### config.mk
export PLATFORM = sky130hd
export DESIGN_NAME = ldiw_top
export DESIGN_NICKNAME = d
export VERILOG_FILES = /design/src/inc/ldiw_pkg.sv /design/src/hw/ldiw_pin_filter.sv /design/src/hw/ldiw_pump_mode.sv /design/src/hw/ldiw_top.sv
export VERILOG_INCLUDE_DIRS = /design/src /design/src/inc
export SDC_FILE = /design/constraint.sdc
export NUM_CORES = 1
export LEC_CHECK = 0
export ABC_CLOCK_PERIOD_IN_PS = 2100
export BUFFER_PORTS_ARGS = -buffer_cell sky130_fd_sc_hd__clkbuf_2
export CELL_PAD_IN_SITES_DETAIL_PLACEMENT = 1
export CELL_PAD_IN_SITES_GLOBAL_PLACEMENT = 1
export CORE_MARGIN = 4
export CORE_UTILIZATION = 46
export CTS_CLUSTER_DIAMETER = 60
export DETAILED_ROUTE_END_ITERATION = 7
export HOLD_SLACK_MARGIN = 0.02
export PLACE_DENSITY_LB_ADDON = 0.15
export RECOVER_POWER = 50
export SLEW_MARGIN = 20
export SYNTH_ARGS = -nofsm -noshare
export SYNTH_HDL_FRONTEND = slang
export SYNTH_HIERARCHICAL = 1
export SYNTH_SLANG_ARGS = --single-unit
### constraint.sdc
create_clock -name sys_clk -period 2.1 [get_ports sys_clk]
set_input_delay 0.21 -clock sys_clk [delete_from_list [all_inputs] [get_ports sys_clk]]
set_output_delay 0.21 -clock sys_clk [all_outputs]
set_load 0.01 [all_outputs]
### src/inc/ldiw_defs.svh
// constants for the led driver two-wire write port: bus codes, sub-addresses, timing
// assumes it is included by bare name from every file that needs a figure
`ifndef LDIW_DEFS_SVH
`define LDIW_DEFS_SVH

// ==========================================================
// serial frame
`define LDIW_TARGET_ADDR 7'h1B
`define LDIW_RW_WRITE 1'h0
`define LDIW_BYTE_W 8
`define LDIW_BIT_LAST 3'h7
`define LDIW_BUS_IDLE 1'h1
`define LDIW_SDA_LOW 1'h0

// ==========================================================
// sub-address decode, low three bits only
`define LDIW_SUB_W 3
`define LDIW_SUB_NONE 3'h0
`define LDIW_SUB_RED_GREEN 3'h1
`define LDIW_SUB_BLUE_AUX 3'h2
`define LDIW_SUB_MAIN 3'h3
`define LDIW_SUB_SECONDARY 3'h4
`define LDIW_SUB_AUX_SELECT 3'h5
`define LDIW_SUB_CAMERA 3'h6
`define LDIW_SUB_OPTIONS 3'h7

// ==========================================================
// aux output source codes
`define LDIW_AUXSEL_AUX 2'h0
`define LDIW_AUXSEL_MAIN 2'h1
`define LDIW_AUXSEL_SUB 2'h2
`define LDIW_AUXSEL_CAM 2'h3
`define LDIW_AUX_COUNT 4

// ==========================================================
// dropout inputs: bits 0..3 are red, green, blue, aux4
`define LDIW_DROP_W 10
`define LDIW_DROP_COLOR_MASK 10'h00F

// ==========================================================
// timing
`define LDIW_CLK_MHZ 20
`define LDIW_DROP_DELAY_US 400
`define LDIW_GLITCH_CYCLES 2

`endif

### src/inc/ldiw_pkg.sv
// types shared by the led driver write port files
// assumes ldiw_defs.svh is on the include path
`include "ldiw_defs.svh"

package ldiw_pkg;

    // ==========================================================
    // register layouts
    typedef struct packed {
        logic pump_double_hold;
        logic pump_one_half_hold;
        logic test_hook_two;
        logic test_hook_one;
        logic color_dropout_mask;
        logic flash_level_lock;
        logic gate_pin_target;
        logic not_used;
    } ldiw_opt_t;

    typedef struct packed {
        logic [3:0] hi;
        logic [3:0] lo;
    } ldiw_nibbles_t;

    typedef logic [`LDIW_AUX_COUNT-1:0][1:0] ldiw_auxsel_t;

    typedef struct packed {
        ldiw_opt_t options_control;
        ldiw_nibbles_t camera_high_low_level;
        ldiw_auxsel_t aux_source_select;
        logic [7:0] secondary_display_level;
        logic [7:0] main_display_level;
        ldiw_nibbles_t blue_aux_level;
        ldiw_nibbles_t red_green_level;
    } ldiw_regs_t;

    // ==========================================================
    // dac drive and modes
    typedef struct packed {
        logic [3:0] red;
        logic [3:0] green;
        logic [3:0] blue;
        logic [7:0] main;
        logic [7:0] secondary;
        logic [3:0] camera;
    } ldiw_dac_t;

    typedef enum logic [1:0] {PUMP_ONE, PUMP_ONE_HALF, PUMP_DOUBLE} ldiw_pump_t;

    typedef enum logic [2:0] {
        ST_IDLE, ST_ADDR, ST_ADDR_ACK, ST_SUB, ST_SUB_ACK, ST_DATA, ST_DATA_ACK, ST_IGNORE
    } ldiw_state_t;

endpackage : ldiw_pkg

### src/hw/ldiw_pin_filter.sv
// one bus line: two-flop synchroniser followed by a stability filter
// assumes the pin is asynchronous to sys_clk and idles at IDLE_LEVEL
`timescale 1ns/1ps
`include "ldiw_defs.svh"

module ldiw_pin_filter import ldiw_pkg::*; #(
    parameter int STABLE_CYCLES = `LDIW_GLITCH_CYCLES,
    parameter logic IDLE_LEVEL = `LDIW_BUS_IDLE
) (
    input wire logic sys_clk,
    input wire logic rst_n,
    input wire logic pin_async,
    output logic level_reg
);
    localparam int CW = $clog2(STABLE_CYCLES + 1);

    logic sync1_reg;
    logic sync2_reg;
    logic [CW-1:0] stable_cnt_reg;

    always_ff @(posedge sys_clk) begin
        if (!rst_n) begin
            sync1_reg <= IDLE_LEVEL;
            sync2_reg <= IDLE_LEVEL;
        end else begin
            sync1_reg <= pin_async;
            sync2_reg <= sync1_reg;
        end
    end

    // a new level must persist STABLE_CYCLES samples, so short spikes never reach the decoder
    always_ff @(posedge sys_clk) begin
        if (!rst_n) begin
            level_reg <= IDLE_LEVEL;
            stable_cnt_reg <= '0;
        end else if (sync2_reg == level_reg) begin
            stable_cnt_reg <= '0;
        end else if (stable_cnt_reg == CW'(STABLE_CYCLES - 1)) begin
            level_reg <= sync2_reg;
            stable_cnt_reg <= '0;
        end else begin
            stable_cnt_reg <= stable_cnt_reg + 1'b1;
        end
    end

endmodule : ldiw_pin_filter

### src/hw/ldiw_pump_mode.sv
// charge pump mode selection: qualified dropout steps up, update pulse returns to unity
// assumes dropout is already synchronised and masked by the caller
`timescale 1ns/1ps
`include "ldiw_defs.svh"

module ldiw_pump_mode import ldiw_pkg::*; #(
    parameter int DROP_CYCLES = `LDIW_DROP_DELAY_US * `LDIW_CLK_MHZ
) (
    input wire logic sys_clk,
    input wire logic rst_n,
    input wire logic dropout,
    input wire logic back_to_one,
    input wire logic one_half_hold,
    input wire logic double_hold,
    output ldiw_pump_t mode_reg
);
    localparam int CW = $clog2(DROP_CYCLES + 1);

    ldiw_pump_t state_reg;
    logic [CW-1:0] qual_cnt_reg;
    logic step;

    assign step = dropout && (qual_cnt_reg == CW'(DROP_CYCLES - 1));

    // dropout must stay present for the whole delay; each further step needs a fresh delay
    always_ff @(posedge sys_clk) begin
        if (!rst_n || back_to_one || !dropout || step) begin
            qual_cnt_reg <= '0;
        end else begin
            qual_cnt_reg <= qual_cnt_reg + 1'b1;
        end
    end

    always_ff @(posedge sys_clk) begin
        if (!rst_n) begin
            state_reg <= PUMP_ONE;
        end else if (back_to_one) begin
            state_reg <= PUMP_ONE;
        end else if (step) begin
            unique case (state_reg)
                PUMP_ONE: state_reg <= PUMP_ONE_HALF;
                PUMP_ONE_HALF: state_reg <= PUMP_DOUBLE;
                PUMP_DOUBLE: state_reg <= PUMP_DOUBLE;
            endcase
        end
    end

    always_ff @(posedge sys_clk) begin
        if (!rst_n) begin
            mode_reg <= PUMP_ONE;
        end else if (double_hold) begin
            mode_reg <= PUMP_DOUBLE;
        end else if (one_half_hold) begin
            mode_reg <= PUMP_ONE_HALF;
        end else begin
            mode_reg <= state_reg;
        end
    end

endmodule : ldiw_pump_mode

### src/hw/ldiw_top.sv
// led driver write-only two-wire target port, holding and active registers, pump mode
// assumes bus lines and control pins are asynchronous and resolved by the bench from sda_oe_n
//
// What this block does
// - dropout steps pump one to half to double
// - dropout must persist about 400 us first
// - register update or flash pin fall resets unity
// - target only, never drives read data
// - write: start, address, sub-address, data, stop
// - decode low three sub-address bits, zero none
// - sub-address one: green high, red low
// - sub-address two: aux high, blue low
// - sub-address three: main brightness eight bits
// - sub-address four: secondary brightness eight bits
// - sub-address five: two-bit source per aux output
// - sub-address six: camera high and low nibbles
// - options bit one: gate pin targets secondary
// - options bit two: camera high, pin ignored
// - options bit three: mask colour and aux4 dropout
// - options bit six holds pump at half
// - options bit seven holds double, overrides six
// - up to 400 kHz, glitch filtered lines
// - start and stop by data edge, clock high
// - eight bits msb first, then acknowledge clock
// - answer only address 0011011 with write bit
// - data byte latched when acknowledge returned
// - valid write then stop loads all registers
// - flash pin low picks low nibble, high high
`timescale 1ns/1ps
`include "ldiw_defs.svh"

module ldiw_top import ldiw_pkg::*; #(
    parameter int DROP_CYCLES = `LDIW_DROP_DELAY_US * `LDIW_CLK_MHZ,
    parameter int GLITCH_CYCLES = `LDIW_GLITCH_CYCLES
) (
    input wire logic sys_clk,
    input wire logic rst_n,
    input wire logic scl_pin,
    input wire logic sda_pin,
    output logic sda_out,
    output logic sda_oe_n,
    input wire logic flash_level_pin,
    input wire logic display_gate_pin,
    input wire logic [`LDIW_DROP_W-1:0] dropout_pin,
    output ldiw_dac_t dac_level,
    output logic [`LDIW_AUX_COUNT-1:0][7:0] aux_drive,
    output ldiw_pump_t pump_mode,
    output logic load_pulse
);
    localparam int CTRL_W = `LDIW_DROP_W + 2;

    // ==========================================================
    // bus line conditioning
    logic [1:0] bus_raw;
    logic [1:0] bus_flt;
    logic scl;
    logic sda;

    assign bus_raw = {scl_pin, sda_pin};

    // filters start at the idle level so a released bus at reset shows no edge
    for (genvar i = 0; i < 2; i++) begin : g_bus_filter
        ldiw_pin_filter #(
            .STABLE_CYCLES(GLITCH_CYCLES),
            .IDLE_LEVEL(`LDIW_BUS_IDLE)
        ) u_filter (
            .sys_clk(sys_clk),
            .rst_n(rst_n),
            .pin_async(bus_raw[i]),
            .level_reg(bus_flt[i])
        );
    end

    assign scl = bus_flt[1];
    assign sda = bus_flt[0];

    // ==========================================================
    // control pin synchronisers
    logic [CTRL_W-1:0] ctrl_raw;
    logic [CTRL_W-1:0] ctrl_s1_reg;
    logic [CTRL_W-1:0] ctrl_s2_reg;
    logic flash_sync;
    logic gate_sync;
    logic [`LDIW_DROP_W-1:0] drop_sync;

    assign ctrl_raw = {flash_level_pin, display_gate_pin, dropout_pin};

    for (genvar i = 0; i < CTRL_W; i++) begin : g_ctrl_sync
        always_ff @(posedge sys_clk) begin
            if (!rst_n) begin
                ctrl_s1_reg[i] <= '0;
                ctrl_s2_reg[i] <= '0;
            end else begin
                ctrl_s1_reg[i] <= ctrl_raw[i];
                ctrl_s2_reg[i] <= ctrl_s1_reg[i];
            end
        end
    end

    assign {flash_sync, gate_sync, drop_sync} = ctrl_s2_reg;

    // ==========================================================
    // bus edge and condition detection
    logic scl_d_reg;
    logic sda_d_reg;
    logic flash_d_reg;
    logic scl_rise;
    logic scl_fall;
    logic bus_start;
    logic bus_stop;
    logic flash_fall;

    always_ff @(posedge sys_clk) begin
        if (!rst_n) begin
            scl_d_reg <= `LDIW_BUS_IDLE;
            sda_d_reg <= `LDIW_BUS_IDLE;
            flash_d_reg <= '0;
        end else begin
            scl_d_reg <= scl;
            sda_d_reg <= sda;
            flash_d_reg <= flash_sync;
        end
    end

    assign scl_rise = scl && !scl_d_reg;
    assign scl_fall = !scl && scl_d_reg;
    assign bus_start = scl && scl_d_reg && sda_d_reg && !sda;
    assign bus_stop = scl && scl_d_reg && !sda_d_reg && sda;
    assign flash_fall = flash_d_reg && !flash_sync;

    // ==========================================================
    // byte shifter
    ldiw_state_t state_reg;
    logic [`LDIW_BYTE_W-1:0] shift_reg;
    logic [2:0] bit_cnt_reg;
    logic byte_full_reg;
    logic receiving;

    assign receiving = (state_reg == ST_ADDR) || (state_reg == ST_SUB) ||
                       (state_reg == ST_DATA);

    // ack clocks are not counted, so the counter is back at zero for the next byte
    always_ff @(posedge sys_clk) begin
        if (!rst_n) begin
            shift_reg <= '0;
            bit_cnt_reg <= '0;
            byte_full_reg <= '0;
        end else if (bus_start || bus_stop) begin
            bit_cnt_reg <= '0;
            byte_full_reg <= '0;
        end else if (receiving && scl_rise && !byte_full_reg) begin
            shift_reg <= {shift_reg[`LDIW_BYTE_W-2:0], sda};
            bit_cnt_reg <= bit_cnt_reg + 1'b1;
            byte_full_reg <= (bit_cnt_reg == `LDIW_BIT_LAST);
        end else if (scl_fall) begin
            byte_full_reg <= '0;
        end
    end

    // ==========================================================
    // frame sequencer
    logic byte_end;
    logic addr_match;
    logic addr_ack_go;
    logic data_take;

    assign byte_end = scl_fall && byte_full_reg;
    assign addr_match = (shift_reg == {`LDIW_TARGET_ADDR, `LDIW_RW_WRITE});
    assign addr_ack_go = (state_reg == ST_ADDR) && byte_end && addr_match;
    assign data_take = (state_reg == ST_DATA) && byte_end;

    always_ff @(posedge sys_clk) begin
        if (!rst_n) begin
            state_reg <= ST_IDLE;
            sda_oe_n <= `LDIW_BUS_IDLE;
        end else if (bus_start) begin
            state_reg <= ST_ADDR;
            sda_oe_n <= `LDIW_BUS_IDLE;
        end else if (bus_stop) begin
            state_reg <= ST_IDLE;
            sda_oe_n <= `LDIW_BUS_IDLE;
        end else begin
            unique case (state_reg)
                ST_IDLE, ST_IGNORE: begin
                    sda_oe_n <= `LDIW_BUS_IDLE;
                end
                ST_ADDR: begin
                    if (byte_end) begin
                        // wrong address or read bit: stay silent until the next start
                        state_reg <= addr_match ? ST_ADDR_ACK : ST_IGNORE;
                        sda_oe_n <= !addr_match;
                    end
                end
                ST_SUB: begin
                    if (byte_end) begin
                        state_reg <= ST_SUB_ACK;
                        sda_oe_n <= '0;
                    end
                end
                ST_DATA: begin
                    if (byte_end) begin
                        state_reg <= ST_DATA_ACK;
                        sda_oe_n <= '0;
                    end
                end
                ST_ADDR_ACK: begin
                    if (scl_fall) begin
                        state_reg <= ST_SUB;
                        sda_oe_n <= `LDIW_BUS_IDLE;
                    end
                end
                ST_SUB_ACK: begin
                    if (scl_fall) begin
                        state_reg <= ST_DATA;
                        sda_oe_n <= `LDIW_BUS_IDLE;
                    end
                end
                ST_DATA_ACK: begin
                    // further sub-address and data pairs may follow before the stop
                    if (scl_fall) begin
                        state_reg <= ST_SUB;
                        sda_oe_n <= `LDIW_BUS_IDLE;
                    end
                end
            endcase
        end
    end

    // the line is only ever pulled low for acknowledge; no read data path exists
    always_ff @(posedge sys_clk) begin
        if (!rst_n) begin
            sda_out <= `LDIW_SDA_LOW;
        end else begin
            sda_out <= `LDIW_SDA_LOW;
        end
    end

    // ==========================================================
    // sub-address and holding latches
    logic [`LDIW_SUB_W-1:0] sub_sel_reg;
    ldiw_regs_t hold_reg;
    ldiw_regs_t active_reg;

    always_ff @(posedge sys_clk) begin
        if (!rst_n) begin
            sub_sel_reg <= `LDIW_SUB_NONE;
        end else if ((state_reg == ST_SUB) && byte_end) begin
            sub_sel_reg <= shift_reg[`LDIW_SUB_W-1:0];
        end
    end

    // shared registers take all eight bits at once since one acknowledge writes them
    always_ff @(posedge sys_clk) begin
        if (!rst_n) begin
            hold_reg <= '0;
        end else if (data_take) begin
            unique case (sub_sel_reg)
                `LDIW_SUB_NONE: ;
                `LDIW_SUB_RED_GREEN: hold_reg.red_green_level <= shift_reg;
                `LDIW_SUB_BLUE_AUX: hold_reg.blue_aux_level <= shift_reg;
                `LDIW_SUB_MAIN: hold_reg.main_display_level <= shift_reg;
                `LDIW_SUB_SECONDARY: hold_reg.secondary_display_level <= shift_reg;
                `LDIW_SUB_AUX_SELECT: hold_reg.aux_source_select <= shift_reg;
                `LDIW_SUB_CAMERA: hold_reg.camera_high_low_level <= shift_reg;
                // test hook bits are stored as written; the host keeps them at zero
                `LDIW_SUB_OPTIONS: hold_reg.options_control <= shift_reg;
            endcase
        end
    end

    // ==========================================================
    // stop handling and load
    logic pending_reg;
    logic incomplete_reg;
    logic load_go;

    // a stop inside our own unfinished frame is ignored, keeping the last complete data
    assign load_go = bus_stop && pending_reg && !incomplete_reg;

    always_ff @(posedge sys_clk) begin
        if (!rst_n) begin
            incomplete_reg <= '0;
        end else if (addr_ack_go) begin
            incomplete_reg <= '1;
        end else if (data_take) begin
            incomplete_reg <= '0;
        end
    end

    always_ff @(posedge sys_clk) begin
        if (!rst_n) begin
            pending_reg <= '0;
        end else if (data_take) begin
            pending_reg <= '1;
        end else if (load_go) begin
            pending_reg <= '0;
        end
    end

    always_ff @(posedge sys_clk) begin
        if (!rst_n) begin
            active_reg <= '0;
            load_pulse <= '0;
        end else begin
            load_pulse <= load_go;
            if (load_go) begin
                active_reg <= hold_reg;
            end
        end
    end

    // ==========================================================
    // dac drive
    ldiw_opt_t opts;
    logic rgb_on;
    logic sub_on;
    logic cam_high_sel;

    assign opts = active_reg.options_control;
    assign rgb_on = opts.gate_pin_target || gate_sync;
    assign sub_on = !opts.gate_pin_target || gate_sync;
    assign cam_high_sel = opts.flash_level_lock || flash_sync;

    always_ff @(posedge sys_clk) begin
        if (!rst_n) begin
            dac_level <= '0;
        end else begin
            dac_level.red <= rgb_on ? active_reg.red_green_level.lo : '0;
            dac_level.green <= rgb_on ? active_reg.red_green_level.hi : '0;
            dac_level.blue <= rgb_on ? active_reg.blue_aux_level.lo : '0;
            dac_level.main <= active_reg.main_display_level;
            dac_level.secondary <= sub_on ? active_reg.secondary_display_level : '0;
            dac_level.camera <= cam_high_sel ? active_reg.camera_high_low_level.hi :
                                               active_reg.camera_high_low_level.lo;
        end
    end

    // aux outputs set to camera follow the camera nibble picked by the flash pin or the flash level lock bit
    for (genvar i = 0; i < `LDIW_AUX_COUNT; i++) begin : g_aux_mux
        always_ff @(posedge sys_clk) begin
            if (!rst_n) begin
                aux_drive[i] <= '0;
            end else begin
                unique case (active_reg.aux_source_select[i])
                    `LDIW_AUXSEL_AUX: aux_drive[i] <= 8'(active_reg.blue_aux_level.hi);
                    `LDIW_AUXSEL_MAIN: aux_drive[i] <= active_reg.main_display_level;
                    `LDIW_AUXSEL_SUB: aux_drive[i] <= active_reg.secondary_display_level;
                    `LDIW_AUXSEL_CAM: aux_drive[i] <= 8'(cam_high_sel ?
                        active_reg.camera_high_low_level.hi :
                        active_reg.camera_high_low_level.lo);
                endcase
            end
        end
    end

    // ==========================================================
    // charge pump mode
    logic [`LDIW_DROP_W-1:0] drop_used;
    logic back_to_one;

    assign drop_used = drop_sync &
        ~(opts.color_dropout_mask ? `LDIW_DROP_COLOR_MASK : '0);
    assign back_to_one = load_pulse || flash_fall;

    ldiw_pump_mode #(
        .DROP_CYCLES(DROP_CYCLES)
    ) u_pump (
        .sys_clk(sys_clk),
        .rst_n(rst_n),
        .dropout(|drop_used),
        .back_to_one(back_to_one),
        .one_half_hold(opts.pump_one_half_hold),
        .double_hold(opts.pump_double_hold),
        .mode_reg(pump_mode)
    );

endmodule : ldiw_top

; Word-level counts from Yosys, hierarchy flattened
; Cells that the tools add are included.
[word_totals]
regBits = 246
latch_bits = 0
ramBits = 0
mem_bits_ro = 0
input_bits = 16
out_inout_bits = 69
elab_cells = 256
memories = 0
[classes]
add_sub_neg = 4
multipliers = 0
n_div = 0
n_lt_le_gt_ge = 0
n_eq_ne = 47
shift = 0
mux = 29
n_bitwise = 6
reduce_logical = 77
[op_table]
columns = cell, n
row1 = 8-bit one-hot mux with 4 select lines, 4
row2 = "3-bit == test, second input constant", 9
row3 = 2-bit AND reduction, 12
row4 = "2-bit == test, second input constant", 9
row5 = 1-bit logical AND, 18
row6 = 3-bit 2-to-1 mux, 6
row7 = "4-bit != test, second input constant", 4
row8 = 3-bit one-hot mux with 5 select lines, 1
row9 = "2-bit by 1-bit == test with 1-bit output, second input constant", 7
row10 = 2-bit OR reduction, 7
row11 = "13-bit by 1-bit adder with 13-bit output, second input constant", 1
row12 = "13-bit == test, second input constant", 1
row13 = "3-bit by 2-bit == test with 1-bit output, second input constant", 4
row14 = 4-bit 2-to-1 mux, 3
row15 = 6-bit AND reduction, 2
row16 = 3-bit OR reduction, 4
row17 = 1-bit zero test, 11
row18 = 1-bit 2-to-1 mux, 11
row19 = 10-bit AND, 1
row20 = 2-bit zero test, 5
row21 = 1-bit logical OR, 10
row22 = 4-bit NOT with 10-bit output, 1
row23 = 10-bit OR reduction, 1
row24 = "8-bit by 6-bit == test with 1-bit output, second input constant", 1
row25 = 16 further kinds, 30

; Longest topological paths before layout
[logic_depth]
ltp_word = 7
depth_mapped = 6
ltp_nobuf = 6

; Cells and area by module
; Netlist, hierarchy kept.
[by_module_without_submodules]
columns = module, instances, cells_each, area_each_um2, seq_area_each_um2
row1 = ldiw_top, 1, 821, 8035.2, 4384.2
row2 = ldiw_pump_mode, 1, 79, 720.7, 340.3
row3 = ldiw_pin_filter, 2, 14, 168.9, 100.1

; Worst setup path after synthesis
; Ideal clock, no wire load.
[synth_timing]
path_kind = register to register
from = reg u_pump.qual_cnt_reg[0]
to = reg u_pump.state_reg[0]
setup_ns = 0.070
arrival_time_ns = 1.652
required_time_ns = 2.030
path_slack_ns = 0.378
stages_incl_launch_ff = 6
path_buffers = 0
period_less_slack_ns = 1.722
path_cell_list = dfxtp_1 > ha_1 > inv_1 > or4_4 > or3_1 > a21oi_1
[synth_between]
elab_chain_len = 2
[synth_rtl]
columns = element, line_no
row1 = "start, declared", ldiw_pump_mode.sv:20  ; logic [CW-1:0] qual_cnt_reg;
row2 = "start signal, assigned", ldiw_pump_mode.sv:30  ; qual_cnt_reg <= qual_cnt_reg + 1'b1;
row3 = 13-bit == test, ldiw_pump_mode.sv:23  ; assign step = dropout && (qual_cnt_reg == CW'(DROP_CYCLES - 1));
row4 = 1-bit logical AND, ldiw_pump_mode.sv:23
row5 = "end signal, assigned", ldiw_pump_mode.sv:36  ; state_reg <= PUMP_ONE;
row6 = "end signal, assigned", ldiw_pump_mode.sv:38  ; state_reg <= PUMP_ONE;
row7 = "end signal, assigned", ldiw_pump_mode.sv:41  ; PUMP_ONE: state_reg <= PUMP_ONE_HALF;
row8 = "end, declared", ldiw_pump_mode.sv:19  ; ldiw_pump_t state_reg;
; No other way between the ends.
; A chain may end at the register's enable or synchronous reset.

; Worst setup path in the final report
[layout_timing]
from = reg g_bus_filter[1].u_filter.level_reg
to = reg hold_reg[25] in the netlist's numbering
[layout_between]
elab_chain_len = 5
[layout_rtl]
columns = element, line_no
row1 = "start, declared", ldiw_pin_filter.sv:13  ; output logic level_reg
row2 = "start signal, assigned", ldiw_pin_filter.sv:39  ; level_reg <= sync2_reg;
row3 = 1-bit zero test, ldiw_top.sv:126  ; assign scl_fall = !scl && scl_d_reg;
row4 = 1-bit logical AND, ldiw_top.sv:126
row5 = 1-bit logical AND, ldiw_top.sv:167  ; assign byte_end = scl_fall && byte_full_reg;
row6 = 1-bit logical AND, ldiw_top.sv:170  ; assign data_take = (state_reg == ST_DATA) && byte_end;
row7 = 2-bit AND reduction (no source line), n/a
row8 = "end, declared", ldiw_top.sv:241  ; ldiw_regs_t hold_reg;
; No other way between the ends.

==> flow_summary.yaml <==
synth:
  async_flop_share_pct: 0
  synth_cell_types: 53
  synthFlopType: "dfxtp_1"
  postSynthCellCount: 928
  syn_avg_cell_area_um2: 9.80
  ys_ff_latch: 246
  yosys_warnings: 6
  syn-cell-area_um2: 9090
  syn-num-nets: 949
  synth_edf_count: 0
  yosysSeqAreaShare_pct: 54.2
final_layout:
  syn2layout_area_growth_pct: 19.1
  diodes: 0
  utilization_pct: 55.7
  postLayoutCellArea_um2: 10800
  nNetsFinal: 1050
  drive_gt1_share_pct: 8.97
sta:
  finalCritPeriodShare_pct: 89.6
  grt_setup_unrepaired: "false"
  hold_viol: 0
  max_freq_ghz: 0.531
  tightestPinTransition_ps: 1380
  fin_crit_ps: 1880
  setup_ws_ps: 218
  finalClockSkew_ps: 18.6
  hold_ws_ps: 399
  finalSetupTns_ps: 0
  slew_headroom_pct: 7.76
  setup_viol: 0
  drv_slew: 0
cts:
  cts_setup_buffers: 0
  clkSlewWorstSetupHoldPaths_ps: 60
  ctsHoldBuffers: 14
  cts.sinks: 246
  cts_tree: "done"
  clk_latency_ps: 540
  root_buffer: "clkbuf_16"
  clk_path_buf_depth: 3
  cts_buffers: 26
  cts_resized: 0
  cts_htree_levels: 1
grt:
  grt_usage_pct: 19.2
  antenna_found_initial: 0
  grt_max_degree: 55
  grt_overflow: 0
  grt_pass1_wl_mm: 35.1
  grt_pass1_vias: 6830
die:
  rows: 51
  start_util_pct: 46.7
  die-area_um2: 22100
  core-area_um2: 19500
  die_h_um: 149
  die_width_um: 149
  io_pins: 85
route:
  drt-total-wl_mm: 21.2
  drc: 0
  detail-route-antenna-nets: 0
  vias: 6688
  drt-initial-drc-count: 257
  routedWlPerCell_um: 16.2
  dr.pass1.iters: 4
  viasPerCell: 5.09
critical_path:
  crit_arrival_ps: 2310
  cp.required_ps: 2530
  start_kind: "flip-flop"
  worstPathMaxFanout: 9
  criticalPathCategory: "reg -> reg"
  end_kind: "flip-flop"
place:
  place_congestion: 0.747
  placed_area_um2: 9860
  hpwl_mm: 13.7
  place_ws_ps: 262
  io_buffers: 83
power:
  vdd_drop_max_mv: 0.716
  powerDensity_nw_per_um2: 905
  p_leak_uw: 0.00401
run:
  max-cap-violations: 0
status:
  status: "finished, final reports clean"
worst_hold_path:
  min_path_type: "in -> reg"
==> synth_stat cells (6+ instances only) <==
cell type | number | area [um2]
dfxtp_1 | 246 | 4920
nand2_1 | 192 | 721
mux2i_1 | 80 | 801
and2_1 | 54 | 338
a21boi_1 | 50 | 375
nor2_1 | 41 | 154
nor2b_1 | 34 | 213
clkbuf_1 | 30 | 113
buf_2 | 20 | 100
a211oi_1 | 17 | 128
a22oi_1 | 16 | 120
o21bai_1 | 16 | 120
a21boi_0 | 13 | 97.6
nand2b_1 | 13 | 81.3
nand3_1 | 13 | 65.1
xnor2_1 | 11 | 96.3
nor3_1 | 7 | 35.0
inv_1 | 6 | 22.5
nor3b_1 | 6 | 45.0
==> worst paths after layout <==
| kind | startpoint | to | slack (ps) | cells past startpoint |
|---|---|---|---|---|
| max | g_bus_filter[1].u_filter/level_reg$_SDFFE_PN1P_ | hold_reg[25]$_SDFFE_PN0P_ | 220 | 4 |
| min | scl_pin | g_bus_filter[1].u_filter/sync1_reg$_SDFF_PN1_ | 400 | 3 |
| max reg2reg | g_bus_filter[1].u_filter/level_reg$_SDFFE_PN1P_ | hold_reg[25]$_SDFFE_PN0P_ | 220 | 4 |
| min reg2reg | g_bus_filter[1].u_filter/sync1_reg$_SDFF_PN1_ | g_bus_filter[1].u_filter/sync2_reg$_SDFF_PN1_ | 410 | 1 |
==> through the flow <==
stage          total power (uW)  std cells
2_1_floorplan              4940        928
3_3_place_gp               5000       1252
3_5_place_dp               5000       1252
4_1_cts                    9930       1313
5_1_grt                   10200       1313
6_report                   9810       1313
==> final cells by class <==
class / count / area, um2
Timing Repair Buffer: 125 / 701
Inverter: 6 / 22.5
Fill cell: 2218 / 8630
Clock inverter: 11 / 170
Tap cell: 265 / 332
Clock buffer: 36 / 768
Multi-Input combinational cell: 624 / 3920
Sequential cell: 246 / 4920
==> critical path: stages, from the launching register on <==
cell and delay, ps:
dfxtp_1 390, and4b_4 420, nand4b_4 120, or3_1 580, mux2i_1 280
==> layout by cell type, fill, tap and decap left out, types with 17 or more instances in the layout <==
cell       netlist  routed
and2_1          54      31
clkbuf_16        0      26
nor2_1          41      41
mux2i_1         80      80
a211oi_1        17      17
clkbuf_1        30      74
a21boi_1        50      50
and2_0           0      23
dfxtp_1        246     246
nor2b_1         34      34
buf_4            1      20
nand2_1        192     192
==> cells by family after synthesis <==
logic type      Yosys count  share of synthesized area, %
other cells               1                        0.0412
fa+ha+maj                 5                         0.688
xor+xnor                 15                          1.44
compound gates          130                          10.5
simple gates            393                          21.6
mux                      80                          8.81
buf+inv                  58                          2.79
flops                   246                          54.2
==> where the power goes <==
group	total, uW	internal (uW)	switching (uW)
clock	4890	3040	1850
combinational	203	93.8	109
sequential	4720	4700	16.2
==> per-layer routing <==
| layer | up-vias | share of wire [%] | GRT usage (%) |
|---|---|---|---|
| met5 | - | 0 | 0 |
| met4 | 0 | 2.4 | 6.14 |
| met3 | 38 | 4.2 | 2.83 |
| met1 | 3229 | 44 | 24.4 |
| li1 | 3314 | - | - |
| met2 | 107 | 49 | 33.7 |
No activity file was read; power rests on OpenSTA's default activity.
